**src/rtl/vetr_defs.vh**
```
`ifndef VETR_DEFS_VH
`define VETR_DEFS_VH

// register addresses on the serial control port
`define VETR_ADDR_FREQ0 5'h09
`define VETR_ADDR_FREQ1 5'h0A
`define VETR_ADDR_FREQ2 5'h0B
`define VETR_ADDR_FREQ3 5'h0C
`define VETR_ADDR_TIMING 5'h08
`define VETR_ADDR_PHASE 5'h0D
`define VETR_ADDR_CAP_EVEN0 5'h0E
`define VETR_ADDR_CAP_EVEN1 5'h0F
`define VETR_ADDR_CAP_ODD0 5'h10
`define VETR_ADDR_CAP_ODD1 5'h11
`define VETR_ADDR_LINE0 5'h12
`define VETR_ADDR_LINE1 5'h13
`define VETR_ADDR_LINE2 5'h14
`define VETR_ADDR_LINE3 5'h15
`define VETR_ADDR_CM_CTRL 5'h16
`define VETR_ADDR_CM_MID 5'h17
`define VETR_ADDR_CM_LOW 5'h18
`define VETR_ADDR_TEXT_EDGES 5'h19

`define VETR_RESET_BYTE 8'h00
`define VETR_CRC_PRESET 6'h3F

// timing adjust fields
`define VETR_TA_HWIDTH 1:0
`define VETR_TA_HVDELAY 3:2
`define VETR_TA_MODE_FIELD 5:4
`define VETR_TA_PIXEL 7:6

// copy management control fields
`define VETR_CM_TAIL 3:0
`define VETR_CM_AUTO_CRC 4
`define VETR_CM_ODD_EN 5
`define VETR_CM_EVEN_EN 6
`define VETR_CM_WIDE_EN 7

// shared copy/wide data field of the mid register, and the CRC input length
`define VETR_CM_SHARED 5:0
`define VETR_CRC_DATA_BITS 14

// text request edge fields
`define VETR_TE_RISE 7:4
`define VETR_TE_FALL 3:0
`define VETR_NIBBLE_ZERO 4'h0

// timing modes
`define VETR_MODE_ONE 2'h1
`define VETR_MODE_TWO 2'h2

`endif

```
**src/rtl/vetr_regs.v**
```verilog
// What this block does
// - read/write timing adjust register at 08h
// - bits 1:0 give line sync width
// - bits 3:2 shift line sync against field sync
// - master mode 1: bits 5:4 shift line sync
// - master mode 2: bits 5:4 give frame sync width
// - bits 7:6 shift line sync against pixels
// - four bytes form subcarrier frequency word
// - phase register, 1.41 degrees per step
// - even field caption low and high bytes
// - odd field caption low and high bytes
// - NTSC: set line bit removes pedestal
// - PAL: set line bit enables teletext
// - upper nibble places text request rise
// - lower nibble places text request fall
// - zero fall nibble makes fall track rise
// - control low nibble ends copy stream
// - bit 4 selects computed CRC
// - NTSC: bit 5 enables odd field copy data
// - NTSC: bit 6 enables even field copy data
// - PAL: bit 7 enables wide screen data
// - mid register shared, top bits copy only
// - low register shared copy/wide data
// - CRC x^6+x+1, preset all ones
`timescale 1ns/1ps
`include "vetr_defs.vh"

module vetr_regs (
  input wire clock,
  input wire srst,
  input wire wr_en,
  input wire rd_en,
  input wire [4:0] addr,
  input wire [7:0] wr_data,
  input wire pal_mode,
  input wire master_mode,
  input wire [1:0] timing_mode,
  input wire rise_move,
  output reg [7:0] rd_data,
  output reg rd_hit,
  output wire [1:0] line_sync_width,
  output wire [1:0] line_to_field_delay,
  output wire [1:0] line_to_field_rise_delay,
  output wire [1:0] frame_sync_width,
  output wire [1:0] line_to_pixel_adjust,
  output wire [31:0] subcarrier_freq_word,
  output wire [7:0] subcarrier_phase,
  output wire [15:0] caption_even_bytes,
  output wire [15:0] caption_odd_bytes,
  output wire [15:0] pedestal_odd_lines,
  output wire [15:0] pedestal_even_lines,
  output wire [15:0] text_odd_lines,
  output wire [15:0] text_even_lines,
  output wire [3:0] text_request_rise,
  output wire [3:0] text_request_fall,
  output wire fall_tracks_rise,
  output wire auto_crc_select,
  output wire odd_field_copy_enable,
  output wire even_field_copy_enable,
  output wire wide_screen_enable,
  output reg [19:0] copy_generation_data,
  output wire [13:0] wide_screen_data
);

  reg [7:0] sync_timing_adjust_reg;
  reg [7:0] subcarrier_freq_words_reg [0:3];
  reg [7:0] subcarrier_phase_reg;
  reg [7:0] caption_even_reg [0:1];
  reg [7:0] caption_odd_reg [0:1];
  reg [7:0] line_enable_reg [0:3];
  reg [7:0] copy_mgmt_control_reg;
  reg [7:0] copy_mgmt_data_mid_reg;
  reg [7:0] copy_mgmt_data_low_reg;
  reg [7:0] text_request_edges_reg;
  reg [5:0] crc_value;
  reg [7:0] rd_next;
  reg rd_hit_next;
  integer i;

  // serial CRC over c0..c13, shifted in lsb first
  function [5:0] vetr_crc6;
    input [13:0] data;
    reg [5:0] c;
    reg fb;
    integer k;
    begin
      c = `VETR_CRC_PRESET;
      for (k = 0; k < `VETR_CRC_DATA_BITS; k = k + 1)
      begin
        fb = c[5] ^ data[k];
        c = {c[4:1], c[0] ^ fb, fb};
      end
      vetr_crc6 = c;
    end
  endfunction

  always @(posedge clock)
  begin
    if (srst)
    begin
      sync_timing_adjust_reg <= `VETR_RESET_BYTE;
      subcarrier_phase_reg <= `VETR_RESET_BYTE;
      copy_mgmt_control_reg <= `VETR_RESET_BYTE;
      copy_mgmt_data_mid_reg <= `VETR_RESET_BYTE;
      copy_mgmt_data_low_reg <= `VETR_RESET_BYTE;
      text_request_edges_reg <= `VETR_RESET_BYTE;
      for (i = 0; i < 4; i = i + 1)
      begin
        subcarrier_freq_words_reg[i] <= `VETR_RESET_BYTE;
        line_enable_reg[i] <= `VETR_RESET_BYTE;
      end
      for (i = 0; i < 2; i = i + 1)
      begin
        caption_even_reg[i] <= `VETR_RESET_BYTE;
        caption_odd_reg[i] <= `VETR_RESET_BYTE;
      end
    end
    else if (wr_en)
    begin
      case (addr)
        `VETR_ADDR_TIMING: sync_timing_adjust_reg <= wr_data;
        `VETR_ADDR_FREQ0: subcarrier_freq_words_reg[0] <= wr_data;
        `VETR_ADDR_FREQ1: subcarrier_freq_words_reg[1] <= wr_data;
        `VETR_ADDR_FREQ2: subcarrier_freq_words_reg[2] <= wr_data;
        `VETR_ADDR_FREQ3: subcarrier_freq_words_reg[3] <= wr_data;
        `VETR_ADDR_PHASE: subcarrier_phase_reg <= wr_data;
        `VETR_ADDR_CAP_EVEN0: caption_even_reg[0] <= wr_data;
        `VETR_ADDR_CAP_EVEN1: caption_even_reg[1] <= wr_data;
        `VETR_ADDR_CAP_ODD0: caption_odd_reg[0] <= wr_data;
        `VETR_ADDR_CAP_ODD1: caption_odd_reg[1] <= wr_data;
        `VETR_ADDR_LINE0: line_enable_reg[0] <= wr_data;
        `VETR_ADDR_LINE1: line_enable_reg[1] <= wr_data;
        `VETR_ADDR_LINE2: line_enable_reg[2] <= wr_data;
        `VETR_ADDR_LINE3: line_enable_reg[3] <= wr_data;
        `VETR_ADDR_CM_CTRL: copy_mgmt_control_reg <= wr_data;
        `VETR_ADDR_CM_MID: copy_mgmt_data_mid_reg <= wr_data;
        `VETR_ADDR_CM_LOW: copy_mgmt_data_low_reg <= wr_data;
        `VETR_ADDR_TEXT_EDGES: text_request_edges_reg <= wr_data;
        default: ;
      endcase
    end
  end

  // read mux; unmapped addresses read zero with rd_hit low
  always @*
  begin
    rd_next = `VETR_RESET_BYTE;
    rd_hit_next = 1'b1;
    case (addr)
      `VETR_ADDR_TIMING: rd_next = sync_timing_adjust_reg;
      `VETR_ADDR_FREQ0: rd_next = subcarrier_freq_words_reg[0];
      `VETR_ADDR_FREQ1: rd_next = subcarrier_freq_words_reg[1];
      `VETR_ADDR_FREQ2: rd_next = subcarrier_freq_words_reg[2];
      `VETR_ADDR_FREQ3: rd_next = subcarrier_freq_words_reg[3];
      `VETR_ADDR_PHASE: rd_next = subcarrier_phase_reg;
      `VETR_ADDR_CAP_EVEN0: rd_next = caption_even_reg[0];
      `VETR_ADDR_CAP_EVEN1: rd_next = caption_even_reg[1];
      `VETR_ADDR_CAP_ODD0: rd_next = caption_odd_reg[0];
      `VETR_ADDR_CAP_ODD1: rd_next = caption_odd_reg[1];
      `VETR_ADDR_LINE0: rd_next = line_enable_reg[0];
      `VETR_ADDR_LINE1: rd_next = line_enable_reg[1];
      `VETR_ADDR_LINE2: rd_next = line_enable_reg[2];
      `VETR_ADDR_LINE3: rd_next = line_enable_reg[3];
      `VETR_ADDR_CM_CTRL: rd_next = copy_mgmt_control_reg;
      `VETR_ADDR_CM_MID: rd_next = copy_mgmt_data_mid_reg;
      `VETR_ADDR_CM_LOW: rd_next = copy_mgmt_data_low_reg;
      `VETR_ADDR_TEXT_EDGES: rd_next = text_request_edges_reg;
      default: rd_hit_next = 1'b0;
    endcase
  end

  always @(posedge clock)
  begin
    if (srst)
    begin
      rd_data <= `VETR_RESET_BYTE;
      rd_hit <= 1'b0;
    end
    else if (rd_en)
    begin
      rd_data <= rd_next;
      rd_hit <= rd_hit_next;
    end
  end

  assign line_sync_width = sync_timing_adjust_reg[`VETR_TA_HWIDTH];
  assign line_to_field_delay = sync_timing_adjust_reg[`VETR_TA_HVDELAY];
  // the shared field means one of these two reads zero in every mode
  assign line_to_field_rise_delay = (master_mode && timing_mode == `VETR_MODE_ONE) ?
    sync_timing_adjust_reg[`VETR_TA_MODE_FIELD] : 2'h0;
  assign frame_sync_width = (master_mode && timing_mode == `VETR_MODE_TWO) ?
    sync_timing_adjust_reg[`VETR_TA_MODE_FIELD] : 2'h0;
  assign line_to_pixel_adjust = sync_timing_adjust_reg[`VETR_TA_PIXEL];

  // consumer computes f = word * fclk / (2^32-1)
  assign subcarrier_freq_word = {subcarrier_freq_words_reg[3], subcarrier_freq_words_reg[2],
    subcarrier_freq_words_reg[1], subcarrier_freq_words_reg[0]};
  assign subcarrier_phase = subcarrier_phase_reg;
  assign caption_even_bytes = {caption_even_reg[1], caption_even_reg[0]};
  assign caption_odd_bytes = {caption_odd_reg[1], caption_odd_reg[0]};

  assign pedestal_odd_lines = pal_mode ? 16'h0000 : {line_enable_reg[1], line_enable_reg[0]};
  assign pedestal_even_lines = pal_mode ? 16'h0000 : {line_enable_reg[3], line_enable_reg[2]};
  assign text_odd_lines = pal_mode ? {line_enable_reg[1], line_enable_reg[0]} : 16'h0000;
  assign text_even_lines = pal_mode ? {line_enable_reg[3], line_enable_reg[2]} : 16'h0000;

  assign text_request_rise = text_request_edges_reg[`VETR_TE_RISE];
  assign text_request_fall = text_request_edges_reg[`VETR_TE_FALL];
  // waveform generator keeps the edge spacing when rise moves and this is high
  assign fall_tracks_rise = rise_move &&
    (text_request_edges_reg[`VETR_TE_FALL] == `VETR_NIBBLE_ZERO);

  assign auto_crc_select = copy_mgmt_control_reg[`VETR_CM_AUTO_CRC];
  assign odd_field_copy_enable = !pal_mode && copy_mgmt_control_reg[`VETR_CM_ODD_EN];
  assign even_field_copy_enable = !pal_mode && copy_mgmt_control_reg[`VETR_CM_EVEN_EN];
  assign wide_screen_enable = pal_mode && copy_mgmt_control_reg[`VETR_CM_WIDE_EN];

  // c0..c7 from low reg, c8..c15 from mid reg, c16..c19 from control tail; with bit 4 set, c14..c19 are the computed CRC
  always @*
  begin
    crc_value = vetr_crc6({copy_mgmt_data_mid_reg[`VETR_CM_SHARED], copy_mgmt_data_low_reg});
    if (copy_mgmt_control_reg[`VETR_CM_AUTO_CRC])
      copy_generation_data = {crc_value, copy_mgmt_data_mid_reg[`VETR_CM_SHARED], copy_mgmt_data_low_reg};
    else
      copy_generation_data = {copy_mgmt_control_reg[`VETR_CM_TAIL], copy_mgmt_data_mid_reg,
        copy_mgmt_data_low_reg};
  end

  // wide screen uses w0..w7 low reg and w8..w13 mid reg, never the tail
  assign wide_screen_data = {copy_mgmt_data_mid_reg[`VETR_CM_SHARED], copy_mgmt_data_low_reg};

endmodule // vetr_regs

```
**config.mk**
```make
export PLATFORM = sky130hd
export DESIGN_NAME = vetr_regs
export DESIGN_NICKNAME = d
export VERILOG_FILES = /design/src/rtl/vetr_regs.v
export VERILOG_INCLUDE_DIRS = /design/src /design/src/rtl
export SDC_FILE = /design/constraint.sdc
export NUM_CORES = 1
export LEC_CHECK = 0
export ABC_AREA = 1
export BUFFER_PORTS_ARGS = -buffer_cell sky130_fd_sc_hd__buf_4
export CAP_MARGIN = 5
export CORE_UTILIZATION = 57
export DETAILED_ROUTE_END_ITERATION = 6
export PLACE_DENSITY = 0.84
export SLEW_MARGIN = 15
export SYNTH_ARGS = -nofsm -noshare
export SYNTH_HDL_FRONTEND = slang
export SYNTH_SLANG_ARGS = --single-unit
```
**constraint.sdc**
```tcl
create_clock -name clock -period 3.05 [get_ports clock]
set_clock_uncertainty 0.15 [all_clocks]
set_input_delay 0.305 -clock clock [delete_from_list [all_inputs] [get_ports clock]]
set_output_delay 0.305 -clock clock [all_outputs]
set_load 0.005 [all_outputs]
```
==> qor.csv <==
stage,metric,value,unit
run_status,status,"finished, violations left",
run_status,failing checks,design-rule violations,
worst_setup_path,Register-to-Register Setup Slack,1620,ps
clock_network,clk root buf,clkbuf_16,
sta,Rel. slew slack,41.4,%
yosys,#FFs+latches synth,153,
worst_setup_path,crit start category,flip-flop,
floorplan,die height,120,um
yosys,largest cells by area after synthesis,"edfxtp_1 37%, dfxtp_1 14%, nand2_1 10%",
yosys,synth warn,0,
clock_network,CTS H-tree depth,4,
pwr,Leakage,4.74,nW
global_route,initial antenna violation count,0,
worst_setup_path,max incr delay on CP,450,ps
placed_design,post-detail-place hpwl,18900,um
layout,number of nets in the layout,1198,
sta,Max Slew Vio Count,0,
layout,ant diodes,0,
routing,average wire per standard cell,19.3,um
yosys,"Seq/Total Area, Yosys",51.1,%
placed_design,Port Buffer Count,223,
routing,drt drc,4,
worst_setup_path,Critical Path RT,2590,ps
placed_design,GPL Wtd Cong,1.03,
placed_design,dpl ws,980,ps
routing,drt first pass iters,7,
worst_setup_path,Critical Path AT,1920,ps
global_route,vias in the first global route,7026,
worst_setup_path,Crit Reg-Reg Startpoint,line_enable_reg[0][3]$_SDFFCE_PN0P_,
worst_setup_path,reg2reg end,rd_data[3]$_SDFFE_PP0P_,
global_route,GRT Resource Usage Total,37.2,%
sta,Sum Neg Setup Slack,0,ps
yosys,syn nets,1015,
floorplan,Die Width,120,um
floorplan,initial cell density of the core,59.0,%
placed_design,DP Area,9420,um^2
worst_setup_path,Crit Path Category,reg -> out,
routing,drt initial violations,1211,
floorplan,row cnt,42,
worst_setup_path,Critical Path Sink Type,output port,
clock_network,CTS tree,yes,
layout,Final Instance Area,10000,um^2
sta,Final Critical Period,2380,ps
floorplan,Die Area,14300,um^2
clock_network,count of hold-fix buffers inserted at cts,1,
yosys,top cell type's share of synthesized area,36.6,%
sta,worst-margin pin slew,878,ps
layout,layout cells sized above 1,24.8,%
routing,vias per inst,5.78,
yosys,Syn Inst Count,993,
routing,Antenna Nets Post-Route,0,
sta,Peak Freq,0.420,GHz
routing,routed wire length,26300,um
job,Max-Cap Viols,0,
worst_setup_path,CP most frequent cell,nand2_1,
worst_setup_path,CP Capture Point,copy_generation_data[15],
worst_setup_path,Worst R2R Path Depth,6,
clock_network,Num CTS Buffers,17,
global_route,grt total ovfl,0,
sta,setup ws final,671,ps
worst_setup_path,slowest CP cell,dfxtp_1,
sta,Final Setup Violations,0,
worst_setup_path,CP startpoint,copy_mgmt_data_low_reg[1]$_SDFFE_PP0P_,
worst_setup_path,worst-path maximum fanout,6,
clock_network,postcts setup bufs,0,
worst_setup_path,CP Cell Sequence,"xor2_1, xor2_1, nand2_1, nand2_1, o21ai_0, nand2_1, nand2_1, buf_4",
clock_network,post-CTS sizing,0,
yosys,Mean Syn Cell Area,7.93,um^2
clock_network,Worst-path clk slew,60,ps
yosys,cell taking the most area after synthesis,edfxtp_1,
global_route,largest net degree at the start of global routing,68,
floorplan,I/O pin count,224,
pwr,total power,5.06,mW
sta,Final period util,78.0,%
pwr,maximum VDD drop,0.476,mV
clock_network,worst-skew pair later-pin latency,440,ps
layout,area grow syn2layout,27.5,%
pwr,PwrDens,504,nW/um^2
global_route,first-pass GRT wire length,39500,um
routing,via count,7886,
yosys,Mapped Area,7870,um^2
floorplan,core area,13300,um^2
layout,fill cell count,1015,
clock_network,clk sinks,153,
clock_network,Clock Tree Buf Depth,2,
min_path,class of the worst hold path,in -> reg,
yosys,distinct cell type count of the synthesized netlist,30,
sta,Final Hold Viols,0,
sta,RSZ-0062 raised after global routing,no,
==> cell families after synthesis <==
group	synth area share (%)
xor+xnor	2.11
compound gates	7.42
flops	51.1
buf+inv	11.2
simple gates	28.1
==> placed cells by master, fill, tap and decap left out, drive strengths merged <==
cell / count
buf: 231
nand2: 215
nor2: 164
inv: 125
nand3: 104
edfxtp: 96
a21oi: 57
dfxtp: 57
o21ai: 54
clkbuf: 17
nor3: 14
xnor2: 12
nand4: 10
clkinv: 9
xor2: 7
clkinvlp: 6
o31ai: 3
bufinv: 3
nand3b: 2
o22ai: 1
nor3b: 1
dlygate4sd3: 1
==> synthesized netlist by cell type <==
cell type  instances
clkinv_1           3
nand3_2            4
buf_2              8
nand4_1           10
o31ai_1            3
xnor2_1           12
o21ai_1            3
dfxtp_1           57
o22ai_1            1
nand3_1           99
nor3b_1            1
nor3_1            14
clkbuf_1          20
nand3b_1           2
nand2_4            1
nand2_2            3
nor2_2             9
nor2_4             6
edfxtp_1          96
inv_1            117
nand2_1          211
a21oi_1           57
xor2_1             7
buf_6              2
buf_1              5
o21ai_0           51
inv_2              8
nor2_1           149
buf_4             33
nand3_4            1
==> critical path: cells and delay by family (launching register included) <==
kind / cells / cell delay [ps]
compound gates: 1 / 80
buf+inv: 1 / 130
xor+xnor: 2 / 530
simple gates: 4 / 310
flops: 1 / 450
==> through the flow <==
| step | cells | hold slack [ps] | utilization, % |
|---|---|---|---|
| final | 1365 | 24.6 | 75.2 |
| after global routing | 1365 | 43.2 | 75.2 |
| after CTS | 1365 | 24.8 | 75.2 |
| after detailed placement | 1332 | 318 | 70.6 |
| after global placement | 1332 | 307 | 70.6 |
| after floorplan | 993 | 288 | - |
==> where the power goes <==
| group | leakage (nW) | switching (mW) | total, mW | internal (mW) |
|---|---|---|---|---|
| clock network | 0.277 | 0.862 | 2.15 | 1.28 |
| logic | 3.09 | 0.317 | 0.535 | 0.218 |
| registers | 1.38 | 0.0879 | 2.38 | 2.29 |
| total | 4.74 | 1.27 | 5.06 | 3.79 |
==> worst min-delay path by stage <==
stage                                            from                                      to  cells past startpoint
2_1_floorplan  sync_timing_adjust_reg[1]$_SDFFE_PP0P_  sync_timing_adjust_reg[1]$_SDFFE_PP0P_                      2
3_3_place_gp         subcarrier_phase[5]$_SDFFE_PP0P_        subcarrier_phase[5]$_SDFFE_PP0P_                      2
3_5_place_dp         subcarrier_phase[0]$_SDFFE_PP0P_        subcarrier_phase[0]$_SDFFE_PP0P_                      2
4_1_cts                                    wr_data[2]  sync_timing_adjust_reg[2]$_SDFFE_PP0P_                      3
5_1_grt                                    wr_data[3]  sync_timing_adjust_reg[3]$_SDFFE_PP0P_                      3
6_report                                   wr_data[2]  sync_timing_adjust_reg[2]$_SDFFE_PP0P_                      3
==> cell type report <==
class                           count  area (um^2)  share of cell area [%]
Multi-Input combinational cell    644         2960                    29.5
Inverter                          128          480                    4.79
Timing Repair Buffer              232         1740                    17.4
Sequential cell                   153         4020                    40.1
Clock inverter                     15          179                    1.78
Tap cell                          176          220                    2.19
Clock buffer                       17          425                    4.24
==> metal layers <==
metal / part of all wire, % / track usage, %
met4: 4.2 / 17.9
met1: 37 / 49.2
met5: 0 / 0
met3: 13 / 11.4
met2: 45 / 55.9
No activity file was read; power rests on OpenSTA's default activity.
